--- src/design/uox_pkg.sv ---
// Package of opcodes, field positions and widths for the upper opcode execute unit
package uox_pkg;
   // ****************************************
   // Word layout
   // ****************************************
   localparam int WORD_W  = 15;
   localparam int ADDR_W  = 9;
   localparam int OP_W    = 6;
   localparam int OP_LSB  = 9;
   localparam int CNT_W   = 4;
   localparam int EXF_W   = 6;
   // ****************************************
   // Opcodes (octal)
   // ****************************************
   localparam logic [5:0] OP_INDEX_DEC  = 6'h19; // 31
   localparam logic [5:0] OP_INDEX_INC  = 6'h1b; // 33
   localparam logic [5:0] OP_RETURN_JMP = 6'h1e; // 36
   localparam logic [5:0] OP_SHR_Q      = 6'h20; // 40
   localparam logic [5:0] OP_SHR_ACC    = 6'h21; // 41
   localparam logic [5:0] OP_SHR_PAIR   = 6'h22; // 42
   localparam logic [5:0] OP_SHL_Q      = 6'h24; // 44
   localparam logic [5:0] OP_SHL_ACC    = 6'h25; // 45
   localparam logic [5:0] OP_SHL_PAIR   = 6'h26; // 46
   localparam logic [5:0] OP_CHAN_OUT   = 6'h29; // 51
   localparam logic [5:0] OP_IDLE       = 6'h2a; // 52
   localparam logic [5:0] OP_EXT_FUNC   = 6'h2b; // 53
   localparam logic [5:0] OP_CPL_Q      = 6'h2d; // 55
   localparam logic [5:0] OP_CPL_ACC    = 6'h2f; // 57
   localparam logic [5:0] OP_SW_JUMP    = 6'h35; // 65
   localparam logic [5:0] OP_HALT_JUMP  = 6'h36; // 66
   localparam logic [5:0] OP_SW_HALT    = 6'h37; // 67
   localparam logic [5:0] OP_IN_REQ_JMP = 6'h38; // 70
   localparam logic [5:0] OP_OUT_REQ_JMP = 6'h39; // 71
   localparam logic [5:0] OP_INT_JMP    = 6'h3a; // 72
   // ****************************************
   // Sequencer states
   // ****************************************
   typedef enum logic [1:0] {UOX_IDLE, UOX_READ, UOX_WRITE} uox_state_t;
endpackage

--- src/design/uox_execute.sv ---
// Execute unit for the upper opcodes, octal 31 through 72, of the instruction repertoire
`timescale 1ns/10ps
`default_nettype none
module uox_execute
   import uox_pkg::*;
(
   // Clock and reset
   input  wire logic              clk,
   input  wire logic              rst_b,
   // Instruction from the sequencer
   input  wire logic              start,
   input  wire logic [WORD_W-1:0] instr,
   input  wire logic [ADDR_W-1:0] pc,
   input  wire logic              runReq,
   // Memory port
   output logic                   memRd,
   output logic                   memWr,
   output logic      [ADDR_W-1:0] memAddr,
   output logic      [WORD_W-1:0] memWrData,
   input  wire logic              memAck,
   input  wire logic [WORD_W-1:0] memRdData,
   // Console and external equipment
   input  wire logic              jumpSwitch,
   input  wire logic              stopSwitch,
   input  wire logic              inputReq,
   input  wire logic              outputReq,
   input  wire logic              extInterrupt,
   output logic                   ioStrobe,
   output logic      [ADDR_W-1:0] ioChannel,
   output logic      [WORD_W-1:0] ioData,
   output logic                   extFuncFlag,
   // Architectural registers and results
   output logic      [WORD_W-1:0] acc,
   output logic      [WORD_W-1:0] qReg,
   output logic      [WORD_W-1:0] indexReg,
   output logic      [ADDR_W-1:0] nextPc,
   output logic                   done,
   output logic                   stopLamp,
   output logic                   holdFetched
);
   // ****************************************
   // Decode
   // ****************************************
   logic [OP_W-1:0]   op;
   logic [ADDR_W-1:0] opY;
   logic [WORD_W-1:0] yWide;
   logic [WORD_W-1:0] diff;
   logic [ADDR_W-1:0] seqPc;
   logic [ADDR_W-1:0] skipPc;
   logic [WORD_W-1:0] shA;
   logic [WORD_W-1:0] shQ;
   logic              shLeft;
   logic [1:0]        shSel;
   logic              isShift;

   assign op     = instr[OP_LSB +: OP_W];
   assign opY    = instr[ADDR_W-1:0];
   assign yWide  = {{(WORD_W-ADDR_W){1'b0}}, opY};
   assign diff   = indexReg - yWide;
   assign seqPc  = pc + 9'h001;
   assign skipPc = pc + 9'h002;

   // Shift target from the low two opcode bits, direction from bit two
   assign shLeft  = op[2];
   assign shSel   = op[1:0];
   assign isShift = (op >= OP_SHR_Q && op <= OP_SHR_PAIR) ||
                    (op >= OP_SHL_Q && op <= OP_SHL_PAIR);

   uox_shifter #(.W(WORD_W)) shifter (
      .accIn (acc),
      .qIn   (qReg),
      .count (opY[CNT_W-1:0]),
      .left  (shLeft),
      .sel   (shSel),
      .accOut(shA),
      .qOut  (shQ)
   );

   // ****************************************
   // Execute state
   // ****************************************
   uox_state_t        state;
   uox_state_t        next_state;
   logic [WORD_W-1:0] next_acc;
   logic [WORD_W-1:0] next_qReg;
   logic [WORD_W-1:0] next_indexReg;
   logic [ADDR_W-1:0] next_nextPc;
   logic              next_done;
   logic              next_stopLamp;
   logic              next_holdFetched;
   logic              next_ioStrobe;
   logic [ADDR_W-1:0] next_ioChannel;
   logic [WORD_W-1:0] next_ioData;
   logic              next_extFuncFlag;
   logic [WORD_W-1:0] next_memWrData;

   // Single-cycle ops finish on start; return jump takes a memory read-modify-write
   always_comb begin
      next_state       = state;
      next_acc         = acc;
      next_qReg        = qReg;
      next_indexReg    = indexReg;
      next_nextPc      = nextPc;
      next_done        = 1'b0;
      next_stopLamp    = stopLamp;
      next_holdFetched = holdFetched;
      next_ioStrobe    = 1'b0;
      next_ioChannel   = ioChannel;
      next_ioData      = ioData;
      next_extFuncFlag = extFuncFlag;
      next_memWrData   = memWrData;
      // Resuming high-speed run releases the held instruction for execution
      if (runReq && stopLamp) begin
         next_stopLamp    = 1'b0;
         next_holdFetched = 1'b0;
      end
      case (state)
         UOX_IDLE: begin
            if (start) begin
               next_done   = 1'b1;
               next_nextPc = seqPc;
               if (isShift) begin
                  next_acc  = shA;
                  next_qReg = shQ;
               end
               case (op)
                  OP_INDEX_INC: begin
                     if (indexReg == yWide) next_nextPc = skipPc;
                     next_indexReg = indexReg + 15'h0001;
                  end
                  OP_INDEX_DEC: begin
                     if (diff == '0) next_nextPc = skipPc;
                     else next_indexReg = diff;
                  end
                  OP_RETURN_JMP: begin
                     next_done  = 1'b0;
                     next_state = UOX_READ;
                  end
                  OP_CHAN_OUT: begin
                     next_ioStrobe    = 1'b1;
                     next_ioChannel   = opY;
                     next_ioData      = qReg;
                     next_extFuncFlag = 1'b0;
                  end
                  OP_EXT_FUNC: begin
                     next_ioStrobe    = 1'b1;
                     next_ioChannel   = opY;
                     next_ioData      = {{(WORD_W-EXF_W){1'b0}}, qReg[EXF_W-1:0]};
                     next_extFuncFlag = 1'b1;
                  end
                  OP_CPL_ACC: next_acc  = ~acc;
                  OP_CPL_Q:   next_qReg = ~qReg;
                  OP_SW_JUMP: if (jumpSwitch) next_nextPc = opY;
                  OP_HALT_JUMP: begin
                     next_nextPc      = opY;
                     next_stopLamp    = 1'b1;
                     next_holdFetched = 1'b1;
                  end
                  OP_SW_HALT: begin
                     next_nextPc = opY;
                     if (stopSwitch) begin
                        next_stopLamp    = 1'b1;
                        next_holdFetched = 1'b1;
                     end
                  end
                  // Request levels are sampled on the start edge only
                  OP_IN_REQ_JMP:  if (!inputReq) next_nextPc = opY;
                  OP_OUT_REQ_JMP: if (!outputReq) next_nextPc = opY;
                  OP_INT_JMP:     if (!extInterrupt) next_nextPc = opY;
                  OP_IDLE: next_nextPc = seqPc;
                  default: next_nextPc = seqPc;
               endcase
            end
         end
         UOX_READ: begin
            if (memAck) begin
               // Keep the upper six bits, replace the address field
               next_memWrData = {memRdData[WORD_W-1:ADDR_W], seqPc};
               next_state     = UOX_WRITE;
            end
         end
         UOX_WRITE: begin
            if (memAck) begin
               next_nextPc = opY + 9'h001;
               next_done   = 1'b1;
               next_state  = UOX_IDLE;
            end
         end
         default: next_state = UOX_IDLE;
      endcase
   end

   // Memory strobes held until acknowledged; address is always Y
   assign memRd   = (state == UOX_READ);
   assign memWr   = (state == UOX_WRITE);
   assign memAddr = opY;

   // Register update
   always_ff @(posedge clk) begin
      if (!rst_b) begin
         state       <= UOX_IDLE;
         acc         <= '0;
         qReg        <= '0;
         indexReg    <= '0;
         nextPc      <= '0;
         done        <= 1'b0;
         stopLamp    <= 1'b0;
         holdFetched <= 1'b0;
         ioStrobe    <= 1'b0;
         ioChannel   <= '0;
         ioData      <= '0;
         extFuncFlag <= 1'b0;
         memWrData   <= '0;
      end else begin
         state       <= next_state;
         acc         <= next_acc;
         qReg        <= next_qReg;
         indexReg    <= next_indexReg;
         nextPc      <= next_nextPc;
         done        <= next_done;
         stopLamp    <= next_stopLamp;
         holdFetched <= next_holdFetched;
         ioStrobe    <= next_ioStrobe;
         ioChannel   <= next_ioChannel;
         ioData      <= next_ioData;
         extFuncFlag <= next_extFuncFlag;
         memWrData   <= next_memWrData;
      end
   end
endmodule
`default_nettype wire

--- src/design/uox_shifter.sv ---
// Shifter for Q, A and the AQ pair, both directions
`timescale 1ns/10ps
`default_nettype none
module uox_shifter
   import uox_pkg::*;
#(
   parameter int W = WORD_W
) (
   // Operands
   input  wire logic [W-1:0]     accIn,
   input  wire logic [W-1:0]     qIn,
   input  wire logic [CNT_W-1:0] count,
   // Control: left, target select 0=Q 1=A 2=pair
   input  wire logic             left,
   input  wire logic [1:0]       sel,
   // Results
   output logic      [W-1:0]     accOut,
   output logic      [W-1:0]     qOut
);
   logic [2*W-1:0] pair;
   logic [2*W-1:0] shPair;
   logic [W-1:0]   shA;
   logic [W-1:0]   shQ;

   // Logical shifts; zero fill keeps the unit free of sign policy
   always_comb begin
      pair   = {accIn, qIn};
      shPair = left ? (pair << count) : (pair >> count);
      shA    = left ? (accIn << count) : (accIn >> count);
      shQ    = left ? (qIn << count) : (qIn >> count);
      accOut = accIn;
      qOut   = qIn;
      case (sel)
         2'h0: qOut = shQ;
         2'h1: accOut = shA;
         2'h2: begin
            accOut = shPair[2*W-1:W];
            qOut   = shPair[W-1:0];
         end
         default: begin
            accOut = accIn;
            qOut   = qIn;
         end
      endcase
   end
endmodule
`default_nettype wire

--- config.mk ---
export PLATFORM = sky130hd
export DESIGN_NAME = uox_execute
export DESIGN_NICKNAME = d
export VERILOG_FILES = /design/src/design/uox_pkg.sv /design/src/design/uox_execute.sv /design/src/design/uox_shifter.sv
export SDC_FILE = /design/constraint.sdc
export NUM_CORES = 1
export LEC_CHECK = 0
export BUFFER_PORTS_ARGS = -buffer_cell sky130_fd_sc_hd__buf_2
export CORE_MARGIN = 10
export CORE_UTILIZATION = 50
export DETAILED_ROUTE_END_ITERATION = 7
export PLACE_DENSITY = 0.75
export SLEW_MARGIN = 25
export SYNTH_ARGS = -nofsm -noshare
export SYNTH_HDL_FRONTEND = slang
export SYNTH_HIERARCHICAL = 1
export SYNTH_SLANG_ARGS = --single-unit
--- constraint.sdc ---
create_clock -name clk -period 2.84 [get_ports clk]
set_clock_uncertainty 0.05 [all_clocks]
set_input_delay 0 -clock clk [delete_from_list [all_inputs] [get_ports clk]]
set_output_delay 0 -clock clk [all_outputs]
set_load 0.01 [all_outputs]
**Word-level counts from Yosys, hierarchy flattened**

Index checks and enable logic that the tools add are counted.

- Reductions and logical operators: 25
- Div/mod/pow operators: 0
- Magnitude comparators: 4
- Shift operators: 6
- $add $sub $neg: 5
- Multiply operators: 0
- Bitwise operators: 2
- Equal/unequal tests: 23
- Mux-type cells: 43

Operator list:

| kind | number |
|---|---|
| case mux 15 bit (2 select lines) | 4 |
| 2-to-1 mux 15 bit | 7 |
| 2-to-1 mux 9 bit | 8 |
| case mux 9 bit (7 select lines) | 1 |
| equality test 6 bit (second input constant) | 10 |
| 2-to-1 mux 30 bit | 1 |
| NOT 15 bit | 2 |
| left shift 15 x 4 -> 15 bit | 2 |
| left shift 30 x 4 -> 30 bit | 1 |
| >> shifter 15 x 4 -> 15 bit | 2 |
| >> shifter 30 x 4 -> 30 bit | 1 |
| adder 9 x 1 -> 9 bit (second input constant) | 2 |
| equality test 6 x 5 -> 1 bit (second input constant) | 3 |
| case mux 9 bit (2 select lines) | 1 |
| AND reduction 4 bit | 4 |
| adder 15 x 1 -> 15 bit (second input constant) | 1 |
| equality test 15 x 9 -> 1 bit | 1 |
| zero test 15 bit | 1 |
| subtractor 15 x 9 -> 15 bit | 1 |
| >= comparator 6 bit (second input constant) | 2 |
| less-or-equal comparator 6 bit (second input constant) | 2 |
| 2-to-1 mux 1 bit | 12 |
| AND reduction 3 bit | 4 |
| nonzero test 2 bit | 5 |
| 14 further kinds | 30 |

- Latch bits: 0
- Input port bits: 49
- Word-level logic and storage cells: 121
- Bits in registers: 100
- Output and inout bits: 109
- RAM bits: 0
- Memory bits (read-only): 0
- Memories: 0

**Longest topological paths before layout**

Gate-level depths: netlist of run 1.

- Depth in word-level cells: 6
- Mapped depth: 13
- Depth with buffers taken out: 12

**By module**

Netlist of run 1, hierarchy kept.

By module, submodules not included:

| module | sequential area each (um^2) | area an instance (um^2) | instances | cells an instance |
|---|---|---|---|---|
| uox_execute | 2001.9 | 6259.8 | 1 | 825 |
| uox_shifter | 0.0 | 3786.1 | 1 | 481 |

**Least setup slack after synthesis of run 1**

OpenSTA, ideal clock, no wires.

- Path kind: register -> register
- Start: register indexReg[0]
- End: register indexReg[11]
- Setup time: 0.119 ns
- Cell stages (with the launch flop): 14
- Arrival: 2.873 ns
- Data required time: 2.671 ns
- Period minus slack after synthesis: 3.041 ns
- Setup slack: -0.201 ns
- Buffers on the path: 1
- Path through: dfxtp_1 > inv_1 > ha_1 > fa_1 > nor2b_1 > o22a_1 > a21oi_4 > a2111o_1 > a31oi_1 > nand4_2 > o21bai_4 > buf_6 > a21oi_1 > o221a_1

- Word-level cells in the longest chain between the ends: 4
- Elaborated cells between the ends (all ways): 7
- Those cells by class: add/sub: 2; eq/ne: 1; mux: 2; reduce/logical: 2

Ends and longest elaborated chain:

| item | RTL line | text |
|---|---|---|
| start, declared | uox_execute.sv:35 | `output logic [WORD_W-1:0] indexReg,` |
| start signal, assigned | uox_execute.sv:218 | `indexReg <= next_indexReg;` |
| subtractor 15 x 9 -> 15 bit | uox_execute.sv:59 | `assign diff = indexReg - yWide;` |
| zero test 15 bit | uox_execute.sv:132 | `if (diff == '0) next_nextPc = skipPc;` |
| != test 2 bit (no source line) | - |  |
| AND reduction 4 bit (no source line) | - |  |

Several ways; a longest one is shown, not always the timed one. The select of a mux whose other input is x is not followed.
A chain may end at the register's enable or synchronous reset.

**Final worst setup path of run 1**

- Start: register indexReg[0]
- End: register indexReg[9]

The elaborated chain is that of the path after synthesis.

==> results of run 1 <==
tightest hold or removal path: stages:
cell	delay, ps
buf_2	110
buf_4	160
nand2_1	60
a21oi_1	50
power breakdown:
part,switching [mW],internal [mW]
Combinational,0.520,0.327
Clock,0.628,0.610
Sequential,0.0287,1.42
Total,1.18,2.35
worst min path at each step:
stage                        from            end  slack (ps)  cells after the start
floorplan                instr[0]     memAddr[0]          40                      1
global placement    memRdData[12]  memWrData[12]         190                      3
detailed placement  memRdData[14]  memWrData[14]         200                      3
CTS                     instr[10]    extFuncFlag         0.6                      3
global route                rst_b    indexReg[8]          10                      2
finish                   instr[6]   ioChannel[6]          10                      4
cell usage after synthesis, types with 8 or more instances:
master	instances	area, µm²
nand2b_1	18	113
o21ai_0	51	255
and2_1	8	50.1
a22oi_1	23	173
nor2b_1	17	106
a21oi_1	146	731
a221oi_1	11	96.3
nor3_1	52	260
buf_6	8	90.1
a22o_1	10	87.6
buf_2	15	75.1
ha_1	16	200
buf_4	20	150
xor2_1	16	140
mux4_2	34	766
mux2i_1	35	350
o22ai_1	13	81.3
nand3_1	64	320
nand2_1	144	541
inv_1	33	124
xnor2_1	10	87.6
a211oi_1	22	165
and3_1	18	113
nor2_1	103	387
dfxtp_1	100	2000
a31oi_1	14	87.6
nand4_1	9	56.3
a2111oi_0	10	87.6
o211ai_1	12	90.1
o21ai_1	8	40.0
mux2_2	34	383
clkbuf_1	71	267
metrics by stage:
| step | utilization | total power, mW |
|---|---|---|
| finish | 0.628 | 3.53 |
| detailed placement | 0.587 | 2.26 |
| global placement | 0.587 | 2.25 |
| global route | 0.628 | 3.65 |
| floorplan | - | 1.99 |
| CTS | 0.617 | 3.50 |
cell type report:
| class | instances | area [µm²] | share of cell area |
|---|---|---|---|
| inverters | 36 | 138 | 0.0112 |
| clock inverters | 7 | 57.6 | 0.00468 |
| multi-input cells | 1048 | 7550 | 0.614 |
| repair buffers | 293 | 1980 | 0.161 |
| clock buffers | 9 | 225 | 0.0183 |
| diodes | 2 | 5.00 | 0.000407 |
| well taps | 265 | 332 | 0.0270 |
| flip-flops and latches | 100 | 2010 | 0.164 |
layer usage:
layer,vias to the layer above,wire [µm]
met5,-,21
met4,4,1260
met3,109,4280
met2,760,18100
met1,5500,15700
li1,5268,-
logic make-up (layout without fill, tap and decap cells):
group           after synthesis  count (layout)  synth area share
compound gates              414             414             0.277
xor+xnor                     26              26            0.0227
fa+ha+maj                    17              17            0.0219
buf+inv                     158             345            0.0811
flops                       100             100             0.199
mux                         110             110             0.166
other cells                   0               2                 0
simple gates                481             481             0.232
state kept, by name, indices dropped and copies added, names as in the netlist:
signal	count
ioStrobe	1
qReg	15
holdFetched	1
ioChannel	9
extFuncFlag	1
stopLamp	1
acc	15
done	1
nextPc	9
ioData	15
indexReg	15
state	2
memWrData	15
what timing repair did:
action                     4_1_cts  5_1_grt
hold endpoints to repair        12        0
gates resized for setup         27       35
setup buffers                    5        2
cloned                           1        0
setup endpoints to repair       24       24
hold buffers                    11        0
pin swaps                       21       15
==> reports/results.txt, run 1 <==
Commonest cells after routing, fill and taps aside -> buf_2, nand2_1, a21oi_1
Asr flop ratio synth -> 0
Cells along the critical path -> inv_4 -> ha_4 -> fa_2 -> nor2b_4 -> o21ai_2 -> a211oi_2 -> a311oi_4 -> and2b_1 -> nand4_4 -> o21bai_4 -> buf_12 -> buf_6 -> or3_4 -> a21oi_2
Post-Syn Area -> 10,000 µm²
Prevailing post-synth register cell -> dfxtp_1
Mean Syn Cell Area -> 7.69 µm²
Pre-antenna DRT Iters -> 6
Largest net degree at the start of global routing -> 99
Slew @ Worst Pin -> 873 ps
Wirelength per Cell -> 22.3 µm
Vias in the first global route -> 10,900
Met3 Track Usage GR -> 0.0667
Required @ worst endpoint -> 3080 ps
MaxCap Viol Count -> 0
Clk sinks -> 100
Global-route wire length before repair -> 60,800 µm
Die height -> 162 µm
Worst VDD drop -> 0.000291 V
Total of fill cells in the finished design -> 1,732
WP data arrival -> 3180 ps
Layout area overhead -> 22.4%
GRT met2 Usage -> 0.451
Final Hold Viols -> 0
Crit path buf inv count -> 3
Critical Path Stages -> 14
Antenna violations before repair -> 4
Reg2Reg Setup Slack -> -100 ps
Num CTS Buffers -> 9
Final setup vio count -> 13
Post-synth cell types -> 100
Final WS setup -> -103 ps
Layout cell share with drive strength beyond 1 -> 0.299
CP endpoint -> indexReg[9]
Final instance count without filler cells -> 1,760
CP Max Fanout -> 6
Kind of critical path -> reg -> reg
Die area -> 26,200 µm²
Slew Limit Fails -> 0
Sequential area share after synthesis -> 0.199
Slowest-stage cell, CP -> dfxtp_4
# DRC -> 0
Synthesis-stage register bit count -> 100
PwrDens -> 287 nW/µm²
RR Startpoint -> indexReg[0]
Total routed wirelength -> 39,300 µm
Min Tclk post-route -> 2940 ps
Core box area -> 19,600 µm²
FMAX -> 340 MHz
CP max stage delay -> 370 ps
Initial Utilization -> 0.513
Syn Nets -> 1,372
Met1 usage -> 0.363
Ports -> 158
DP Area -> 11,500 µm²
Failing checks -> negative setup slack
Initial drt markers -> 1,522
Final #Nets -> 1,554
Yosys warnings -> 6
Commonest non-fill, non-tap cell in the layout -> buf_2
Cell Count Post-Placement -> 1,723
Leakage -> 4.96 nW
Status -> finished, violations left
Crit Reg-Reg Endpoint -> indexReg[9]
RSZ-0062 raised after global routing -> yes
Final setup TNS -> -615 ps
IO Port Bufs -> 148
GPL Wtd Cong -> 0.983
Chip Width -> 162 µm
CP endpoint kind -> flop
Clock transition at path regs -> 70 ps
Crit path launch type -> flop
Hold Path Class -> in -> reg
DP HPWL -> 27,800 µm
DR vias/cell -> 6.61
Antenna Nets Post-Route -> 0
Crit. Startpoint -> indexReg[0]
H-tree lvl count -> 3
Congestion Overflow GR -> 0
EDFF count, synth -> 0
Worst R2R Path Depth -> 14
Critical path's top delay family -> simple AND/OR/NAND/NOR gates
CTS tree -> built
Clk_lat worst skew -> 370 ps
Final period utilization -> 1.04
GRT Util Overall -> 0.282
Detailed-route via count -> 11,600
GRT busiest layer -> met2
Relative slew slack -> 0.418
Final Instance Area -> 12,300 µm²
Worst hold margin -> 13.6 ps
Rows -> 51
Clk root buf -> clkbuf_16
Post-Syn Instances -> 1,306
Clock Path Buffers -> 2
Pre-CTS setup slack -> -258 ps
Note: power is estimated with default switching activity, not from simulation.
==> inputs of run 2 (changes only) <==
--- a/config.mk
+++ b/config.mk
@@ -9,9 +9,8 @@
 export CORE_MARGIN = 10
 export CORE_UTILIZATION = 50
 export DETAILED_ROUTE_END_ITERATION = 7
-export PLACE_DENSITY = 0.75
+export PLACE_DENSITY = 0.76
 export SLEW_MARGIN = 25
 export SYNTH_ARGS = -nofsm -noshare
 export SYNTH_HDL_FRONTEND = slang
-export SYNTH_HIERARCHICAL = 1
 export SYNTH_SLANG_ARGS = --single-unit
==> reports/results.txt, run 2 <==
Status -> finished, violations left (unchanged)
Failing checks -> negative hold slack, negative setup slack (was negative setup slack)
Slowest-stage cell, CP -> dfxtp_2 (was dfxtp_4)
Worst VDD drop -> 0.000339 V (was 0.000291 V)
Ports -> 158 (unchanged)
Post-synth cell types -> 90 (was 100)
WP data arrival -> 3080 ps (was 3180 ps)
Largest net degree at the start of global routing -> 81 (was 99)
Synth cell count leaders -> nor2_1, nand2_1, a21oi_1 (was a21oi_1, nand2_1, nor2_1)
Cells along the critical path -> inv_2 -> ha_4 -> fa_2 -> nand2b_4 -> a21oi_4 -> o31a_1 -> nor2_4 -> nor4_4 -> nand4_4 -> o21ai_4 -> buf_12 -> buf_6 -> o211ai_1 -> o21ai_1 (was inv_4 -> ha_4 -> fa_2 -> nor2b_4 -> o21ai_2 -> a211oi_2 -> a311oi_4 -> and2b_1 -> nand4_4 -> o21bai_4 -> buf_12 -> buf_6 -> or3_4 -> a21oi_2)
Layout cell share with drive strength beyond 1 -> 0.257 (was 0.299)
Initial Utilization -> 0.509 (was 0.513)
CP Max Fanout -> 13 (was 6)
RSZ-0062 raised after global routing -> yes (unchanged)
MaxCap Viol Count -> 0 (unchanged)
FMAX -> 352 MHz (was 340 MHz)
Final setup TNS -> -0.458 ps (was -615 ps)
Clk root buf -> clkbuf_16 (unchanged)
Slew Limit Fails -> 0 (unchanged)
Relative slew slack -> 0.429 (was 0.418)
Worst hold margin -> -10.8 ps (was 13.6 ps)
Final Hold Viols -> 1 (was 0)
Register Area -> 2000 µm² (was 2010 µm²)
Hold Path Class -> in -> reg (unchanged)
Rows -> 48 (was 51)
Antenna Nets Post-Route -> 0 (unchanged)
Die height -> 153 µm (was 162 µm)
Min Tclk post-route -> 2840 ps (was 2940 ps)
Detailed-route via count -> 10,000 (was 11,600)
Commonest cells after routing, fill and taps aside -> nor2_1, buf_2, nand2_1 (was buf_2, nand2_1, a21oi_1)
Clk sinks -> 100 (unchanged)
Congestion Overflow GR -> 0 (unchanged)
Post-Syn Instances -> 1,197 (was 1,306)
Pre-antenna DRT Iters -> 6 (unchanged)
Mean Syn Cell Area -> 7.36 µm² (was 7.69 µm²)
Clk_lat worst skew -> 360 ps (was 370 ps)
Kind of critical path -> reg -> reg (unchanged)
Syn Nets -> 1,260 (was 1,372)
Num CTS Buffers -> 9 (unchanged)
Antenna violations before repair -> 2 (was 4)
H-tree lvl count -> 3 (unchanged)
Post-Syn Area -> 8810 µm² (was 10,000 µm²)
Wirelength per Cell -> 20.2 µm (was 22.3 µm)
Area contributors post-synth -> dfxtp_1, nor2_1, a21oi_1 (was dfxtp_1, mux4_2, a21oi_1)
Slew @ Worst Pin -> 857 ps (was 873 ps)
DR vias/cell -> 6.43 (was 6.61)
Area of the multi-input gates -> 6350 µm² (was 7550 µm²)
Core box area -> 17,300 µm² (was 19,600 µm²)
Commonest non-fill, non-tap cell in the layout -> nor2_1 (was buf_2)
Global-route wire length before repair -> 49,500 µm (was 60,800 µm)
Total routed wirelength -> 31,500 µm (was 39,300 µm)
IO Port Bufs -> 148 (unchanged)
Post-synth top area share -> 0.227 (was 0.199)
Required @ worst endpoint -> 3080 ps (about the same)
Yosys warnings -> 0 (was 6)
Clock Path Buffers -> 2 (unchanged)
Synthesis-stage register bit count -> 100 (unchanged)
Leakage -> 4.16 nW (was 4.96 nW)
Initial drt markers -> 1,251 (was 1,522)
# DRC -> 0 (unchanged)
GPL Wtd Cong -> 0.949 (was 0.983)
Prevailing post-synth register cell -> dfxtp_1 (unchanged)
GRT Util Overall -> 0.252 (was 0.282)
Vias in the first global route -> 9,190 (was 10,900)
Total of fill cells in the finished design -> 1,588 (was 1,732)
PwrDens -> 328 nW/µm² (was 287 nW/µm²)
CP max stage delay -> 340 ps (was 370 ps)
Most common cell in the synthesized netlist -> nor2_1 (was a21oi_1)
Crit path launch type -> flop (unchanged)
Final instance count without filler cells -> 1,556 (was 1,760)
CTS tree -> built (unchanged)
Yosys top cell by area -> dfxtp_1 (unchanged)
Die area -> 23,300 µm² (was 26,200 µm²)
Asr flop ratio synth -> 0 (unchanged)
Sequential area share after synthesis -> 0.227 (was 0.199)
Final setup vio count -> 1 (was 13)
Final period utilization -> 1.00 (was 1.04)
Chip Width -> 153 µm (was 162 µm)
EDFF count, synth -> 0 (unchanged)
CP endpoint kind -> flop (unchanged)
Final WS setup -> -0.458 ps (was -103 ps)
Cell Count Post-Placement -> 1,521 (was 1,723)
DP HPWL -> 22,300 µm (was 27,800 µm)
Layout area overhead -> 19.7% (was 22.4%)
Clock transition at path regs -> 80 ps (was 70 ps)
Final #Nets -> 1,389 (was 1,554)
run 2: changes by cell type in the layout (fill, tap and decap cells not counted), moves of 22 or more:
cell / before / now
a21oi_1: 140 / 107
a22oi_1: 23 / 1
buf_4: 124 / 71
nand3_1: 64 / 40
nor2_1: 103 / 152
o21ai_0: 44 / 76
run 2: layout make-up:
type,count,area share
Antenna cell,1,0.000237
Inverter,24,0.00854
Clock inverter,4,0.00297
Clock buffer,11,0.0240
Timing Repair Buffer,240,0.145
Multi-Input combinational cell,951,0.602
Tap cell,225,0.0267
Sequential cell,100,0.190
run 2: timing repair:
item	4_1_cts	5_1_grt
endpoints found under the hold margin	15	0
hold buffers	12	0
setup buffers	2	4
pin swaps	6	17
gates cloned	1	0
gates resized for setup	17	32
setup endpoints to repair	8	24
run 2: metrics by stage:
stage	setup WS [ps]	total power [mW]	instance area, µm²	utilization
floorplan	0.227	1.94	8820	-
global placement	-31.0	2.15	9880	0.571
detailed placement	-74.2	2.16	9880	0.571
CTS	0.0140	3.43	10400	0.600
global route	-146	3.59	10500	0.610
finish	-0.458	3.46	10500	0.610
run 2: kinds of logic (layout without fill, tap and decap cells):
logic type	Yosys count	after routing	share of synthesized area
AND/OR/NAND/NOR	448	448	0.235
buffers and inverters	146	279	0.0740
AO/OA/AOI/OAI	380	380	0.287
XOR/XNOR	25	25	0.0249
other	0	1	0
flip-flops	100	100	0.227
multiplexers	84	84	0.132
adder cells (fa/ha/maj)	14	14	0.0207
run 2: worst max-delay path, delay by kind of cell, from the launching register on:
kind | cells | cell delay, ps
compound gates | 5 | 850
simple gates | 4 | 730
fa+ha+maj | 2 | 490
flops | 1 | 340
buf+inv | 3 | 290
run 2: path summary, 6_finish.rpt:
path	cells past startpoint	start	slack, ps	end
worst min-delay path	3	pc[4]	-10	nextPc[4]
worst max register to register	14	indexReg[0]	-0.5	indexReg[9]
worst min register to register	2	ioChannel[5]	400	ioChannel[5]
worst max-delay path	14	indexReg[0]	-0.5	indexReg[9]
run 2: metal layers:
metal  vias to the layer above  share of wire  global-route usage
met5                         -        0.00035                   0
met3                        84          0.081              0.0519
met1                      4716           0.40               0.315
li1                       4679              -                   -
met2                       529           0.49               0.421
met4                         2          0.031              0.0822
run 2: power by group:
part	switching, mW	internal, mW	leakage [nW]	total, mW
sequential	0.0246	1.42	0.809	1.45
clock	0.630	0.649	0.143	1.28
combinational	0.455	0.282	3.21	0.736
